--- src/design/wcd_pkg.sv ---
// package of constants and types for the wiper command decoder
// Operation
// - wiper position follows its volatile wiper register
// - store lasts 25 ms, input locked
// - ready pulses low when store completes
// - codes 0 nop, 1 restore, 8 restore all
// - codes 2 and 3 store to nonvolatile
// - codes 4 and 5 shift right
// - codes 6 and 7 decrement one step
// - codes 12 and 13 shift left
// - codes 14 and 15 increment one step
// - codes 9 and 10 read back on output
// - code 11 writes data to wiper
// - output shifts previous word during frame
// - power-on loads wipers from store
// - preset low midscale, rising edge reloads
// - bare chip-select strobe repeats step command
// - write protect blocks changes except restores and preset midscale
// - factory stored value is midscale 0x20
// - sixteen bits msb first, decode on rise
// - wiper uses six low data bits
// - ready also marks 2, 3, 9, 10, preset
package wcd_pkg;
    // ************************************************************
    // instruction codes
    // ************************************************************
    localparam logic [3:0] OP_NOP = 4'h0;
    localparam logic [3:0] OP_RESTORE = 4'h1;
    localparam logic [3:0] OP_STORE = 4'h2;
    localparam logic [3:0] OP_STORE_DATA = 4'h3;
    localparam logic [3:0] OP_SHR = 4'h4;
    localparam logic [3:0] OP_SHR_ALL = 4'h5;
    localparam logic [3:0] OP_DEC = 4'h6;
    localparam logic [3:0] OP_DEC_ALL = 4'h7;
    localparam logic [3:0] OP_RESTORE_ALL = 4'h8;
    localparam logic [3:0] OP_READ_NV = 4'h9;
    localparam logic [3:0] OP_READ_WIPER = 4'hA;
    localparam logic [3:0] OP_WRITE = 4'hB;
    localparam logic [3:0] OP_SHL = 4'hC;
    localparam logic [3:0] OP_SHL_ALL = 4'hD;
    localparam logic [3:0] OP_INC = 4'hE;
    localparam logic [3:0] OP_INC_ALL = 4'hF;
    // ************************************************************
    // values and timing
    // ************************************************************
    localparam logic [5:0] MIDSCALE = 6'h20;
    localparam logic [5:0] FULL_SCALE = 6'h3F;
    localparam logic [7:0] NV_DEFAULT = 8'h20;
    localparam logic [15:0] WORD_RESET = 16'h0000;
    localparam int WORD_BITS = 16;
    localparam int CLOCK_HZ = 25000000;
    localparam int STORE_MS = 25;
    localparam int STORE_CYCLES = (STORE_MS * CLOCK_HZ) / 1000;
    localparam int READY_PULSE_CYCLES = 4;
    localparam int NV_LOCATIONS = 16;
    // decoded instruction word
    typedef struct packed {
        logic [3:0] op;
        logic [3:0] addr;
        logic [7:0] data;
    } wcd_word_t;
    // serial pins as sampled
    typedef struct packed {
        logic sclk;
        logic cs_n;
        logic data_in;
        logic preset_n;
        logic wp_n;
    } wcd_pins_t;
endpackage : wcd_pkg

--- src/design/wcd_decoder.sv ---
// wiper command decoder: serial link, instruction execution, store timing
`timescale 1ns/1ns
module wcd_decoder #(
    parameter int STORE_CYCLES = wcd_pkg::STORE_CYCLES // nonvolatile write time in cycles
) (
    input wire logic clock, // 25 MHz system clock
    input wire logic reset_n, // async reset, power-on
    input wire logic sclk, // serial clock pin
    input wire logic cs_n, // chip select pin
    input wire logic serial_data_input, // serial data pin
    input wire logic preset_reload_input, // preset pin, active low
    input wire logic wp_n, // write protect pin, active low
    output logic serial_data_output, // serial out value
    output logic serial_data_output_oe, // open-drain enable, high drives
    output logic ready, // ready, low pulse on completion
    output logic [23:0] wiper_position_register // four 6-bit wipers
);
    // ************************************************************
    // input synchronisers
    // ************************************************************
    wcd_pkg::wcd_pins_t pin_meta;
    wcd_pkg::wcd_pins_t pin_sync;
    wcd_pkg::wcd_pins_t pin_prev;
    wire wcd_pkg::wcd_pins_t pin_raw = '{sclk: sclk, cs_n: cs_n, data_in: serial_data_input,
        preset_n: preset_reload_input, wp_n: wp_n};

    // two stages before any logic looks at a pin
    // reset to the idle levels (link clock low, the rest high) so no false edge follows reset
    always_ff @(posedge clock or negedge reset_n) begin
        if (!reset_n) begin
            pin_meta <= 5'h0F;
            pin_sync <= 5'h0F;
            pin_prev <= 5'h0F;
        end else begin
            pin_meta <= pin_raw;
            pin_sync <= pin_meta;
            pin_prev <= pin_sync;
        end
    end

    wire sclk_rise = pin_sync.sclk && !pin_prev.sclk;
    wire sclk_fall = !pin_sync.sclk && pin_prev.sclk;
    wire cs_fall = !pin_sync.cs_n && pin_prev.cs_n;
    wire cs_rise = pin_sync.cs_n && !pin_prev.cs_n;
    wire preset_rise = pin_sync.preset_n && !pin_prev.preset_n;
    wire protect = !pin_sync.wp_n;

    // ************************************************************
    // state
    // ************************************************************
    typedef enum logic [1:0] {WCD_BOOT, WCD_IDLE, WCD_STORE} wcd_state_t;
    wcd_state_t state;
    logic [15:0] shift_in;
    logic [15:0] shift_out;
    logic [15:0] last_word;
    logic [5:0] bit_count;
    logic [3:0] repeat_op;
    logic [1:0] repeat_addr;
    logic repeat_valid;
    logic [5:0] wiper [4];
    logic [7:0] nv_store [wcd_pkg::NV_LOCATIONS];
    logic [3:0] store_addr;
    logic [7:0] store_data;
    logic [$clog2(STORE_CYCLES+1)-1:0] store_count;
    logic [2:0] ready_count;
    logic [1:0] boot_index;

    // saturating helpers, used for single and all-channel forms
    function automatic logic [5:0] step_value(input logic [5:0] v, input logic [3:0] op);
        logic [5:0] r;
        r = v;
        unique case (op)
            wcd_pkg::OP_SHR, wcd_pkg::OP_SHR_ALL: r = v >> 1;
            wcd_pkg::OP_DEC, wcd_pkg::OP_DEC_ALL: r = (v == 6'h00) ? v : v - 6'h01;
            wcd_pkg::OP_SHL, wcd_pkg::OP_SHL_ALL:
                r = v[5] ? wcd_pkg::FULL_SCALE : {v[4:0], 1'b0};
            wcd_pkg::OP_INC, wcd_pkg::OP_INC_ALL:
                r = (v == wcd_pkg::FULL_SCALE) ? v : v + 6'h01;
            default: r = v;
        endcase
        return r;
    endfunction : step_value

    function automatic logic is_step(input logic [3:0] op);
        return op inside {wcd_pkg::OP_SHR, wcd_pkg::OP_SHR_ALL, wcd_pkg::OP_DEC,
            wcd_pkg::OP_DEC_ALL, wcd_pkg::OP_SHL, wcd_pkg::OP_SHL_ALL, wcd_pkg::OP_INC,
            wcd_pkg::OP_INC_ALL};
    endfunction : is_step

    // ************************************************************
    // frame decode
    // ************************************************************
    wire wcd_pkg::wcd_word_t word = shift_in;
    wire frame_ok = (bit_count != 6'd0) && (bit_count[3:0] == 4'd0);
    wire bare_strobe = cs_rise && (bit_count == 6'd0);
    wire busy = (state == WCD_STORE);
    // new word, or repeat of a remembered step command
    wire exec_new = cs_rise && frame_ok && (state == WCD_IDLE);
    wire exec_rep = bare_strobe && repeat_valid && (state == WCD_IDLE);
    wire [3:0] exec_op = exec_new ? word.op : repeat_op;
    wire [1:0] exec_ch = exec_new ? word.addr[1:0] : repeat_addr;
    wire exec = exec_new || exec_rep;
    wire single_op = (exec_op == wcd_pkg::OP_SHR) || (exec_op == wcd_pkg::OP_DEC)
        || (exec_op == wcd_pkg::OP_SHL) || (exec_op == wcd_pkg::OP_INC);
    wire store_op = exec_new && !protect
        && (word.op == wcd_pkg::OP_STORE || word.op == wcd_pkg::OP_STORE_DATA);
    wire read_op = exec_new && (word.op == wcd_pkg::OP_READ_NV
        || word.op == wcd_pkg::OP_READ_WIPER);
    wire [7:0] store_value = (word.op == wcd_pkg::OP_STORE_DATA) ? word.data
        : {2'b00, wiper[word.addr[1:0]]};
    wire [3:0] store_where = (word.op == wcd_pkg::OP_STORE) ? {2'b00, word.addr[1:0]}
        : word.addr;
    wire store_done = (state == WCD_STORE) && (store_count == '0);

    // ************************************************************
    // serial shift in and out
    // ************************************************************
    // the lock during a store stops the shifter so nothing queues behind it
    always_ff @(posedge clock or negedge reset_n) begin
        if (!reset_n) begin
            shift_in <= wcd_pkg::WORD_RESET;
            bit_count <= 6'd0;
        end else if (busy || pin_sync.cs_n) begin
            bit_count <= pin_sync.cs_n ? 6'd0 : bit_count;
        end else if (sclk_rise) begin
            shift_in <= {shift_in[14:0], pin_sync.data_in};
            bit_count <= (bit_count == 6'd63) ? 6'd16 : bit_count + 6'd1;
        end
    end

    // output replays the previous word, or the read result after codes 9 and 10
    always_ff @(posedge clock or negedge reset_n) begin
        if (!reset_n) begin
            shift_out <= wcd_pkg::WORD_RESET;
            last_word <= wcd_pkg::WORD_RESET;
            serial_data_output <= 1'b1;
            serial_data_output_oe <= 1'b0;
        end else begin
            if (exec_new) begin
                last_word <= read_op ? {word.op, word.addr, (word.op == wcd_pkg::OP_READ_NV)
                    ? nv_store[word.addr] : {2'b00, wiper[word.addr[1:0]]}} : shift_in;
            end
            if (cs_fall) begin
                shift_out <= last_word;
            end else if (sclk_fall && !pin_sync.cs_n) begin
                shift_out <= {shift_out[14:0], 1'b0};
            end
            serial_data_output <= shift_out[15];
            serial_data_output_oe <= !pin_sync.cs_n && !shift_out[15];
        end
    end

    // ************************************************************
    // control sequencing: boot restore, store timer, ready pulse
    // ************************************************************
    always_ff @(posedge clock or negedge reset_n) begin
        if (!reset_n) begin
            state <= WCD_BOOT;
            boot_index <= 2'd0;
            store_count <= '0;
            store_addr <= 4'h0;
            store_data <= 8'h00;
            ready_count <= 3'd0;
            ready <= 1'b1;
            repeat_valid <= 1'b0;
            repeat_op <= wcd_pkg::OP_NOP;
            repeat_addr <= 2'd0;
        end else begin
            unique case (state)
                WCD_BOOT: begin
                    boot_index <= boot_index + 2'd1;
                    if (boot_index == 2'd3) state <= WCD_IDLE;
                end
                WCD_IDLE: begin
                    if (store_op) begin
                        state <= WCD_STORE;
                        store_count <= ($clog2(STORE_CYCLES+1))'(STORE_CYCLES - 1);
                        store_addr <= store_where;
                        store_data <= store_value;
                    end
                end
                WCD_STORE: begin
                    if (store_count != '0) store_count <= store_count - 1'b1;
                    else state <= WCD_IDLE;
                end
            endcase
            // a fresh word other than a step clears the repeat memory
            if (exec_new) begin
                repeat_valid <= is_step(word.op);
                repeat_op <= word.op;
                repeat_addr <= word.addr[1:0];
            end
            // ready drops low for a few cycles at each completion
            if (store_done || read_op || (preset_rise && state != WCD_BOOT)) begin
                ready_count <= 3'(wcd_pkg::READY_PULSE_CYCLES);
                ready <= 1'b0;
            end else if (ready_count != 3'd0) begin
                ready_count <= ready_count - 3'd1;
                ready <= (ready_count == 3'd1);
            end
        end
    end

    // ************************************************************
    // nonvolatile store array
    // ************************************************************
    // no reset on purpose: an array holds its value, defaults loaded at boot
    always_ff @(posedge clock) begin
        if (state == WCD_BOOT && boot_index == 2'd0) begin
            for (int i = 0; i < wcd_pkg::NV_LOCATIONS; i++) begin
                nv_store[i] <= wcd_pkg::NV_DEFAULT;
            end
        end else if (store_done) begin
            nv_store[store_addr] <= store_data;
        end
    end

    // ************************************************************
    // wiper registers
    // ************************************************************
    // restores and the preset pin still work under write protect; all else is blocked
    always_ff @(posedge clock or negedge reset_n) begin
        if (!reset_n) begin
            for (int i = 0; i < 4; i++) wiper[i] <= wcd_pkg::MIDSCALE;
        end else begin
            for (int i = 0; i < 4; i++) begin
                if (state == WCD_BOOT && boot_index == 2'd3) begin
                    wiper[i] <= nv_store[i][5:0];
                end else if (!pin_sync.preset_n) begin
                    wiper[i] <= wcd_pkg::MIDSCALE;
                end else if (preset_rise || (exec_new && word.op == wcd_pkg::OP_RESTORE_ALL)) begin
                    wiper[i] <= nv_store[i][5:0];
                end else if (exec_new && word.op == wcd_pkg::OP_RESTORE
                    && word.addr[1:0] == 2'(i)) begin
                    wiper[i] <= nv_store[i][5:0];
                end else if (exec && !protect && is_step(exec_op)
                    && (!single_op || exec_ch == 2'(i))) begin
                    wiper[i] <= step_value(wiper[i], exec_op);
                end else if (exec_new && !protect && word.op == wcd_pkg::OP_WRITE
                    && word.addr[1:0] == 2'(i)) begin
                    wiper[i] <= word.data[5:0];
                end
            end
        end
    end

    // wiper bus, register outputs; zero means the B end
    always_ff @(posedge clock or negedge reset_n) begin
        if (!reset_n) begin
            wiper_position_register <= {4{wcd_pkg::MIDSCALE}};
        end else begin
            wiper_position_register <= {wiper[3], wiper[2], wiper[1], wiper[0]};
        end
    end
endmodule : wcd_decoder

--- config.mk ---
export PLATFORM = sky130hd
export DESIGN_NAME = wcd_decoder
export DESIGN_NICKNAME = d
export VERILOG_FILES = /design/src/design/wcd_pkg.sv /design/src/design/wcd_decoder.sv
export SDC_FILE = /design/constraint.sdc
export NUM_CORES = 1
export LEC_CHECK = 0
export BUFFER_PORTS_ARGS = -buffer_cell sky130_fd_sc_hd__buf_2
export CAP_MARGIN = 20
export CELL_PAD_IN_SITES_DETAIL_PLACEMENT = 1
export CELL_PAD_IN_SITES_GLOBAL_PLACEMENT = 1
export CORE_MARGIN = 1
export CORE_UTILIZATION = 45
export DETAILED_ROUTE_END_ITERATION = 16
export PLACE_DENSITY_LB_ADDON = 0.1
export RECOVER_POWER = 25
export SETUP_SLACK_MARGIN = 0.05
export SLEW_MARGIN = 20
export SYNTH_ARGS = -nofsm -noshare
export SYNTH_HDL_FRONTEND = slang
export SYNTH_SLANG_ARGS = --single-unit
--- constraint.sdc ---
create_clock -name clock -period 3.4 [get_ports clock]
set_input_delay 0.51 -clock clock [delete_from_list [all_inputs] [get_ports clock]]
set_output_delay 0.51 -clock clock [all_outputs]
set_load 0.05 [all_outputs]
==> results.py, run 1 <==
metrics = {
    "timing": {
        "holdWs_ns": 0.0756,
        "layout_min_cycle_time_ns": 3.27,
        "maxClockFrequency_mhz": 306,
        "finalSetupViolations": 0,
        "setup_repair_after_global_routing_missed_its_margin": "yes",
        "post-route-worst-setup-slack_ns": 0.131,
        "tightestPinTransition_ns": 1.83,
        "finalHoldViolations": 0,
        "slew_headroom_pct": -22.2,
        "fin_skew_ns": 0.0130,
        "timing.final.crit_share_pct": 96.1,
        "drv_slew": 71,
    },
    "synth": {
        "ys_async_sr_fraction_pct": 56.2,
        "ys_top_cells_by_count": "dfrtp_1 (144), nand2_1 (141), edfxtp_1 (128), and2_1 (121), nor2_1 (88)",
        "synthCells": 1337,
        "synthesis.nets": 1356,
        "synth_flop_cell": "dfrtp_1",
        "mappedNetlistArea_sq_um": 14900,
        "edff_count_synth": 128,
        "yosys_register_bits": 292,
        "synthesis.yosys.warnings": 0,
        "synth_top_area_share_pct": 25.8,
        "synth.yosys.seq_area_share_pct": 53.5,
        "synthDominantAreaCellType": "edfxtp_1",
        "synth.lib_cells_used.distinct": 74,
        "synth.most_common_cell": "dfrtp_1",
        "postSynthAreaPerCell_sq_um": 11.1,
        "synth_top_cells_by_area": "edfxtp_1 (26%), dfrtp_1 (24%), mux4_2 (6.9%)",
    },
    "setup_path": {
        "end_kind": "flop",
        "reg2reg_from": "store_count[10]",
        "worst_r2r_path_depth": 7,
        "worstPathMaxFanout": 7,
        "crit-reg2reg-capture": "nv_store[9][5]",
        "r2r_slack_ns": 0.13,
        "arrival_ns": 3.54,
        "critical_path_class": "flop to flop",
        "critical_path.startpoint_type": "flop",
        "worst_ep_required_time_ns": 3.67,
    },
    "die": {
        "die_height_um": 184,
        "row_count": 66,
        "floorplan.initialDensity_pct": 45.8,
        "ioPinCount": 34,
        "dieArea_sq_um": 33900,
        "core_sq_um": 32500,
        "die_w_um": 184,
    },
    "clock_network": {
        "htree_levels": 2,
        "clock_tree.buffer_depth": 3,
        "clock_insertion_delay_worst_skew_ns": 0.53,
        "cts.reportedPaths.clkPinSlew_ns": 0.06,
        "cts-buffers-inserted": 35,
        "cts_root_buffer": "clkbuf_16",
        "cts_num_sinks": 292,
        "cts_tree": "yes",
    },
    "global_routing": {
        "grt_pass1_vias": 11582,
        "grt_util_all_layers_pct": 27.5,
        "grt_overflow_total": 0,
        "grt_first_pass_wirelength_mm": 70.3,
        "grt_start_max_net_pins": 71,
        "number_of_antenna_violations_at_the_first_check_in_global_routing": 0,
    },
    "pwr": {
        "pwr_density_cell_nw_per_um2": 530,
        "p_comb_share_pct": 13.1,
        "internal-power_mw": 6.51,
        "clock_power_share_pct": 41.1,
        "power.leakage_nw": 6.90,
        "net-switching-power_mw": 2.59,
        "max-vdd-ir-drop_mv": 0.365,
        "switching_share_pct": 28.5,
        "pwr-share-seq_pct": 45.8,
    },
    "placement": {
        "detailedPlace.worstSlack_ns": 0.101,
        "dpl.cell_count": 1795,
        "detailed_place_hpwl_mm": 31.5,
        "rd_place_congestion": 0.884,
        "portBuffers": 33,
        "post_dp_cell_area_sq_um": 16000,
    },
    "detailed_routing": {
        "final_routed_wirelength_mm": 44.8,
        "post-route-drc-count": 0,
        "vias": 11168,
        "drt-pass1-iter-count": 5,
        "postRouteAntennaNets": 0,
        "dr.first_iter.drc_count": 746,
        "vias_per_cell": 5.99,
        "routed_wire_length_per_instance_um": 24.0,
    },
    "finish": {
        "syn2layout_area_growth_pct": 15.2,
        "stdcell_count": 1865,
        "non_filler_cell_area_final_sq_um": 17200,
        "num-nets-final": 1415,
        "antennaDiodeCount": 0,
        "drive_above_1_share_pct": 19.3,
    },
    "flow_run": {
        "drv_cap": 1,
    },
    "worst_hold_path": {
        "hold_class": "primary input to flop",
        "min_delay_path_depth": 1,
        "worst_hold_startpoint": "serial_data_input",
        "timing.hold.worst_endpoint": "pin_meta[2]",
    },
    "outcome": {
        "violations": "capacitance limit, slew limit",
        "outcome": "complete, but fails checks",
    },
}
[worst max-delay path by stage]
stage / from / endpoint / slack, ns / depth (start not counted)
after detailed placement: store_count[10] / nv_store[8][4] / 0.10 / 7
after global placement: store_count[10] / nv_store[0][2] / 0.15 / 7
after CTS: store_count[10] / nv_store[8][4] / 0.07 / 7
after global routing: bit_count[0] / wiper[10] / -0.0002 / 12
final: store_count[10] / nv_store[9][5] / 0.13 / 7
after floorplan: store_count[10] / nv_store[1][0] / -0.13 / 7
[sequential cells by signal, summed over array words and instances (netlist names), 2 cells and up]
signal and flops:
pin_meta 5, shift_in 16, store_addr 4, bit_count 6, pin_prev 3, shift_out 16
wiper_position_register 24, nv_store 128, store_count 20, boot_index 2, store_data 8, repeat_addr 2
last_word 16, ready_count 3, repeat_op 4, pin_sync 5, state 2, wiper 24
[layout by cell type, fill, tap and decap left out, types with 21 or more instances in the layout]
| cell type | count |
|---|---|
| dfrtp_1 | 142 |
| nand2_1 | 141 |
| edfxtp_1 | 128 |
| and2_1 | 121 |
| nor2_1 | 87 |
| buf_4 | 75 |
| o21ai_0 | 69 |
| mux4_2 | 46 |
| mux2i_1 | 39 |
| clkbuf_16 | 37 |
| buf_2 | 32 |
| nand3_1 | 29 |
| a21oi_1 | 29 |
| or3_1 | 27 |
| inv_1 | 26 |
| nor3_1 | 21 |
| a31oi_1 | 21 |
[kinds of logic (layout without fill, tap and decap cells)]
family / count (synthesis) / in the layout / synth area share (%)
AND/OR/NAND/NOR: 533 / 533 / 18.8
buffers and inverters: 124 / 210 / 3.21
XOR/XNOR: 24 / 24 / 1.41
adder cells (fa/ha/maj): 12 / 12 / 1.01
AO/OA/AOI/OAI: 247 / 247 / 11.0
flip-flops: 292 / 292 / 53.5
multiplexers: 105 / 105 / 11.1
[layer usage]
| layer | GRT usage [%] | vias up | wire, um |
|---|---|---|---|
| met1 | 37.2 | 5746 | 19800 |
| met5 | 0 | - | 0 |
| li1 | - | 5057 | - |
| met4 | 8.73 | 0 | 1300 |
| met3 | 3.45 | 89 | 1980 |
| met2 | 45.8 | 276 | 21700 |
[power by group through the flow]
stage | clock [mW] | sequential, mW | combinational (mW)
after detailed placement | 0 | 4.23 | 1.20
after floorplan | 0 | 4.21 | 0.760
after global placement | 0 | 4.23 | 1.18
final | 3.74 | 4.17 | 1.19
after CTS | 3.81 | 4.17 | 1.20
after global routing | 3.95 | 4.20 | 1.29
[worst max-delay path, stage by stage (launching register included)]
cell     delay, ns
dfrtp_1       0.37
or4_4         0.54
or4_4         0.48
nor4b_4       0.26
nor3b_4       0.27
or4b_4        0.57
buf_6         0.18
or3_1         0.33
[layout make-up]
| type | instances | area, sq um |
|---|---|---|
| Timing Repair Buffer | 120 | 847 |
| Clock buffer | 52 | 1040 |
| Fill cell | 3484 | 15400 |
| Multi-Input combinational cell | 921 | 6540 |
| Clock inverter | 12 | 109 |
| Tap cell | 442 | 553 |
| Sequential cell | 292 | 7980 |
| Inverter | 26 | 97.6 |
[what timing repair did]
action,4_1_cts,5_1_grt
hold endpoints to repair,0,0
gates resized for setup,0,12
buffers inserted,0,6
endpoints found under the setup margin,0,97
hold buffers,0,0
[through the flow]
| step | util [%] | TNS, ns | total power [mW] |
|---|---|---|---|
| global route | 52.8 | -0.000245 | 9.44 |
| detailed placement | 49.1 | 0 | 5.43 |
| CTS | 52.6 | 0 | 9.18 |
| global placement | 49.1 | 0 | 5.41 |
| finish | 52.8 | 0 | 9.10 |
| floorplan | - | -2.14 | 4.97 |
No activity file was read; power rests on OpenSTA's default activity.
==> inputs of run 2 (changes only) <==
Clock period 3.4 ns to 3.6 ns, I/O delays scaled along.
==> run 2 against run 1 <==
The run now ends clean. Combinational power fell by 7%. Via count rose by 0.12%. Setup slack improved by 0.097 ns. Utilization fell by 0.44 points. Highest routed layer unchanged.
==> results.py, run 2 (synthesis results as in run 1) <==
metrics = {
    "placement": {
        "detailedPlace.worstSlack_ns": 0.175,
        "rd_place_congestion": 0.905,
        "portBuffers": 33,
        "detailed_place_hpwl_mm": 32.1,
        "post_dp_cell_area_sq_um": 15800,
    },
    "timing": {
        "fin_skew_ns": 0.0160,
        "finalSetupViolations": 0,
        "tightestPinTransition_ns": 1.48,
        "layout_min_cycle_time_ns": 3.37,
        "timing.final.crit_share_pct": 93.7,
        "finalSetupTns_ns": 0,
        "finalHoldViolations": 0,
        "maxClockFrequency_mhz": 297,
        "drv_slew": 0,
        "setup_repair_after_global_routing_missed_its_margin": "no",
        "slew_headroom_pct": 1.01,
        "post-route-worst-setup-slack_ns": 0.228,
    },
    "global_routing": {
        "grt_first_pass_wirelength_mm": 70.9,
        "number_of_antenna_violations_at_the_first_check_in_global_routing": 0,
        "grt_overflow_total": 0,
        "grt_util_all_layers_pct": 27.7,
        "grt_pass1_vias": 11384,
        "grt_start_max_net_pins": 59,
    },
    "clock_network": {
        "cts_tree": "yes",
        "cts_num_sinks": 292,
        "clock_tree.buffer_depth": 3,
        "cts.reportedPaths.clkPinSlew_ns": 0.06,
        "htree_levels": 2,
        "clock_insertion_delay_worst_skew_ns": 0.52,
        "cts-buffers-inserted": 35,
        "cts_root_buffer": "clkbuf_16",
    },
    "finish": {
        "most_common_cell_after_layout_fill_and_taps_aside": "dfrtp_1",
        "total_area_of_sequential_cells_sq_um": 7980,
        "syn2layout_area_growth_pct": 14.2,
        "num-nets-final": 1402,
        "finish.utilization_pct": 52.3,
        "drive_above_1_share_pct": 18.4,
        "non_filler_cell_area_final_sq_um": 17000,
        "count_of_fill_cells_added_during_filler_insertion": 3496,
        "flip_flop_count_of_the_largest_register_all_copies_and_words_added": 128,
        "antennaDiodeCount": 0,
        "layout_top_registers": "nv_store (128), wiper (24), wiper_position_register (24)",
        "registers.top_by_ff_count": "nv_store",
        "most_frequent_cells_in_the_layout": "dfrtp_1 (142), nand2_1 (141), edfxtp_1 (128)",
        "multi_input_gate_area_sq_um": 6500,
    },
    "outcome": {
        "outcome": "completed",
    },
    "detailed_routing": {
        "final_routed_wirelength_mm": 45.4,
        "dr.first_iter.drc_count": 789,
        "postRouteAntennaNets": 0,
        "drt-pass1-iter-count": 5,
        "vias": 11181,
        "vias_per_cell": 6.04,
        "post-route-drc-count": 0,
        "routed_wire_length_per_instance_um": 24.5,
    },
    "setup_path": {
        "arrival_ns": 3.60,
        "worstPathMaxFanout": 11,
        "critical_path.startpoint_type": "flop",
        "end_kind": "flop",
        "critical_path_class": "flop to flop",
        "worst_ep_required_time_ns": 3.83,
    },
    "pwr": {
        "max-vdd-ir-drop_mv": 0.376,
        "totalPowerFinal_mw": 8.70,
        "pwr_density_cell_nw_per_um2": 511,
        "power.leakage_nw": 6.82,
    },
    "die": {
        "floorplan.initialDensity_pct": 45.8,
        "core_sq_um": 32500,
        "die_w_um": 184,
        "die_height_um": 184,
        "row_count": 66,
        "ioPinCount": 34,
        "dieArea_sq_um": 33900,
    },
    "worst_hold_path": {
        "hold_class": "primary input to flop",
    },
    "flow_run": {
        "drv_cap": 0,
    },
}
## run 2: metrics by stage
step                hold WS [ns]  cells
global route               0.108   1851
global placement           0.345   1785
finish                     0.113   1851
detailed placement         0.350   1785
CTS                       0.0978   1849
floorplan                  0.244   1337
## run 2: what timing repair did
item	in CTS	in global routing
setup endpoints to repair	8	92
buffers inserted	0	2
hold endpoints to repair	7	0
resized for setup	1	3
hold buffers	1	0
## run 2: path summary, 6_finish.rpt
check                                    start             end  slack [ns]  cells after the start
max in group asynchronous              reset_n    bit_count[3]        1.29                      3
max                             store_count[8]  nv_store[9][1]        0.23                      7
min reg2reg                        pin_meta[0]     pin_sync[0]        0.36                      0
min in group asynchronous              reset_n  ready_count[2]        0.91                      2
max reg2reg                     store_count[8]  nv_store[9][1]        0.23                      7
min                        preset_reload_input     pin_meta[1]        0.11                      1
## run 2: per-layer routing
| layer | vias up | track usage (%) | part of all wire (%) |
|---|---|---|---|
| met4 | 0 | 8.73 | 2.8 |
| met5 | - | 0 | 0 |
| met2 | 327 | 44.6 | 48 |
| met3 | 74 | 3.86 | 5.1 |
| met1 | 5761 | 38.7 | 44 |
| li1 | 5019 | - | - |
## run 2: where the power goes
group / internal [mW] / switching, mW / leakage, nW / total [mW]
clock network: 2.19 / 1.44 / 0.572 / 3.63
registers: 3.64 / 0.322 / 3.51 / 3.96
logic: 0.416 / 0.697 / 2.74 / 1.11
total: 6.24 / 2.46 / 6.82 / 8.70
## run 2: critical path, stage by stage, from the launching register on
cell and delay, ns:
dfrtp_1 0.44, or4_4 0.53, or4_4 0.47, nor4b_2 0.29
nor3b_2 0.31, or4b_4 0.61, o21ai_1 0.23, buf_4 0.20
## run 2: cell type report
type                       instances  area share [%]
sequential                       292            46.9
clock inverter                    19            1.46
tap                              442            3.25
multi-input combinational        921            38.2
clock buffer                      44            5.40
inverter                          26           0.573
timing repair buffer             107            4.29
==> inputs of run 3 (changes only) <==
Settings changed: REMOVE_ABC_BUFFERS from default to 1.
==> run 3 against run 2 <==
The run now ends with capacitance limit, slew limit left. Cell count is 0.27% lower. Clock skew up 0.00096 ns. Largest power group unchanged. Sequential share of layout area grew 0.29 points. Sequential power hardly changed. Setup slack lost 0.075 ns.
==> results.py, run 3 (synthesis results as in run 1) <==
metrics = {
    "outcome": {
        "outcome": "complete, but fails checks",
        "violations": "capacitance limit, slew limit",
    },
    "finish": {
        "antennaDiodeCount": 0,
        "flip_flop_count_of_the_largest_register_all_copies_and_words_added": 128,
        "stdcell_count": 1846,
        "drive_above_1_share_pct": 17.9,
        "syn2layout_area_growth_pct": 13.5,
        "registers.top_by_ff_count": "nv_store",
        "most_common_cell_after_layout_fill_and_taps_aside": "dfrtp_1",
        "num-nets-final": 1398,
        "finish.utilization_pct": 52.0,
        "most_frequent_cells_in_the_layout": "dfrtp_1 (142), nand2_1 (141), edfxtp_1 (128)",
        "layout_top_registers": "nv_store (128), wiper (24), wiper_position_register (24)",
    },
    "setup_path": {
        "critical_path.startpoint_type": "flop",
        "reg2reg_from": "store_count[10]",
        "end_kind": "flop",
        "worst_r2r_path_depth": 7,
        "arrival_ns": 3.68,
        "worstPathMaxFanout": 11,
        "r2r_slack_ns": 0.15,
        "worst_ep_required_time_ns": 3.84,
        "critical_path_class": "flop to flop",
        "crit-reg2reg-capture": "nv_store[0][4]",
    },
    "die": {
        "dieArea_sq_um": 33900,
        "die_height_um": 184,
        "ioPinCount": 34,
        "floorplan.initialDensity_pct": 45.8,
        "die_w_um": 184,
        "row_count": 66,
        "core_sq_um": 32500,
    },
    "timing": {
        "finalHoldViolations": 0,
        "timing.final.crit_share_pct": 95.7,
        "tightestPinTransition_ns": 2.15,
        "drv_slew": 80,
        "finalSetupViolations": 0,
        "layout_min_cycle_time_ns": 3.45,
        "slew_headroom_pct": -43.5,
        "setup_repair_after_global_routing_missed_its_margin": "yes",
        "maxClockFrequency_mhz": 290,
        "fin_skew_ns": 0.0170,
    },
    "detailed_routing": {
        "routed_length_on_met3_mm": 1.98,
        "drt-pass1-iter-count": 5,
        "dr.first_iter.drc_count": 967,
        "postRouteAntennaNets": 0,
        "detailed_route_wirelength_on_metal2_mm": 21.5,
        "met1Wirelength_mm": 19.8,
        "maxUsedRoutingLayer": "met4",
        "post-route-drc-count": 0,
        "vias": 11113,
        "vias_per_cell": 6.02,
        "final_routed_wirelength_mm": 44.7,
        "routed_wire_length_per_instance_um": 24.2,
    },
    "worst_hold_path": {
        "worst_hold_startpoint": "wp_n",
        "hold_class": "primary input to flop",
        "timing.hold.worst_endpoint": "pin_meta[0]",
        "min_delay_path_depth": 1,
    },
    "clock_network": {
        "cts_tree": "yes",
        "clock_tree.buffer_depth": 3,
        "htree_levels": 2,
        "cts.reportedPaths.clkPinSlew_ns": 0.06,
        "cts-buffers-inserted": 34,
        "cts_num_sinks": 292,
        "cts-hold-fix-buffers": 0,
        "clock_insertion_delay_worst_skew_ns": 0.54,
        "cts_root_buffer": "clkbuf_16",
    },
    "pwr": {
        "totalPowerFinal_mw": 8.51,
        "pwr_density_cell_nw_per_um2": 503,
        "max-vdd-ir-drop_mv": 0.447,
        "power.leakage_nw": 6.75,
    },
    "flow_run": {
        "drv_cap": 1,
    },
    "global_routing": {
        "grt_util_all_layers_pct": 27.3,
        "grt_start_max_net_pins": 80,
        "grt_overflow_total": 0,
        "grt_first_pass_wirelength_mm": 69.7,
        "grt_pass1_vias": 11241,
        "number_of_antenna_violations_at_the_first_check_in_global_routing": 0,
    },
    "placement": {
        "portBuffers": 33,
        "detailed_place_hpwl_mm": 31.3,
        "rd_place_congestion": 0.890,
        "dpl.cell_count": 1780,
    },
}
run 3: worst max path at each step:
stage | start | to | slack (ns) | cells past startpoint
6_report | store_count[10] | nv_store[0][4] | 0.15 | 7
5_1_grt | store_count[8] | nv_store[0][2] | -0.03 | 7
4_1_cts | store_count[10] | nv_store[0][1] | 0.14 | 7
3_5_place_dp | store_count[10] | nv_store[0][2] | 0.12 | 7
3_3_place_gp | store_count[10] | nv_store[0][1] | 0.25 | 7
2_1_floorplan | bit_count[0] | wiper[3] | -1.09 | 9
run 3: power by group:
| group | leakage [nW] | internal (mW) | switching [mW] | total (mW) |
|---|---|---|---|---|
| clock network | 0.535 | 2.04 | 1.43 | 3.47 |
| logic | 2.70 | 0.411 | 0.704 | 1.12 |
| registers | 3.51 | 3.64 | 0.289 | 3.93 |
run 3: timing repair:
| action | 4_1_cts | 5_1_grt |
|---|---|---|
| setup buffers | 0 | 5 |
| endpoints found under the setup margin | 0 | 64 |
| resized for setup | 0 | 2 |
run 3: layer usage:
| layer | global-route usage (%) | vias to the layer above |
|---|---|---|
| met1 | 37.6 | 5717 |
| met5 | 0 | - |
| met2 | 44.7 | 298 |
| li1 | - | 5013 |
| met4 | 9.20 | 0 |
| met3 | 3.37 | 85 |
run 3: layout make-up:
type	count	area, sq um
timing repair buffer	104	688
inverter	26	97.6
tap	442	553
clock inverter	17	191
clock buffer	44	920
sequential	292	7980
multi-input combinational	921	6490
fill	3468	15600
run 3: per-stage QoR:
stage               instance area, sq um  hold WS, ns  TNS, ns  worst slack [ns]
floorplan                          14500        0.244   -21.61             -1.09
global placement                   15800        0.332        0             0.247
detailed placement                 15800        0.347        0             0.124
CTS                                16900       0.0915        0             0.140
global route                       16900        0.103   -0.329           -0.0266
finish                             16900        0.112        0             0.153
run 3: worst max-delay path: stages, from the launching register on:
cell,delay [ns]
dfrtp_1,0.40
or4_4,0.56
or4_4,0.47
nor4b_2,0.31
nor3b_4,0.34
or4b_4,0.62
o31ai_1,0.24
buf_4,0.21
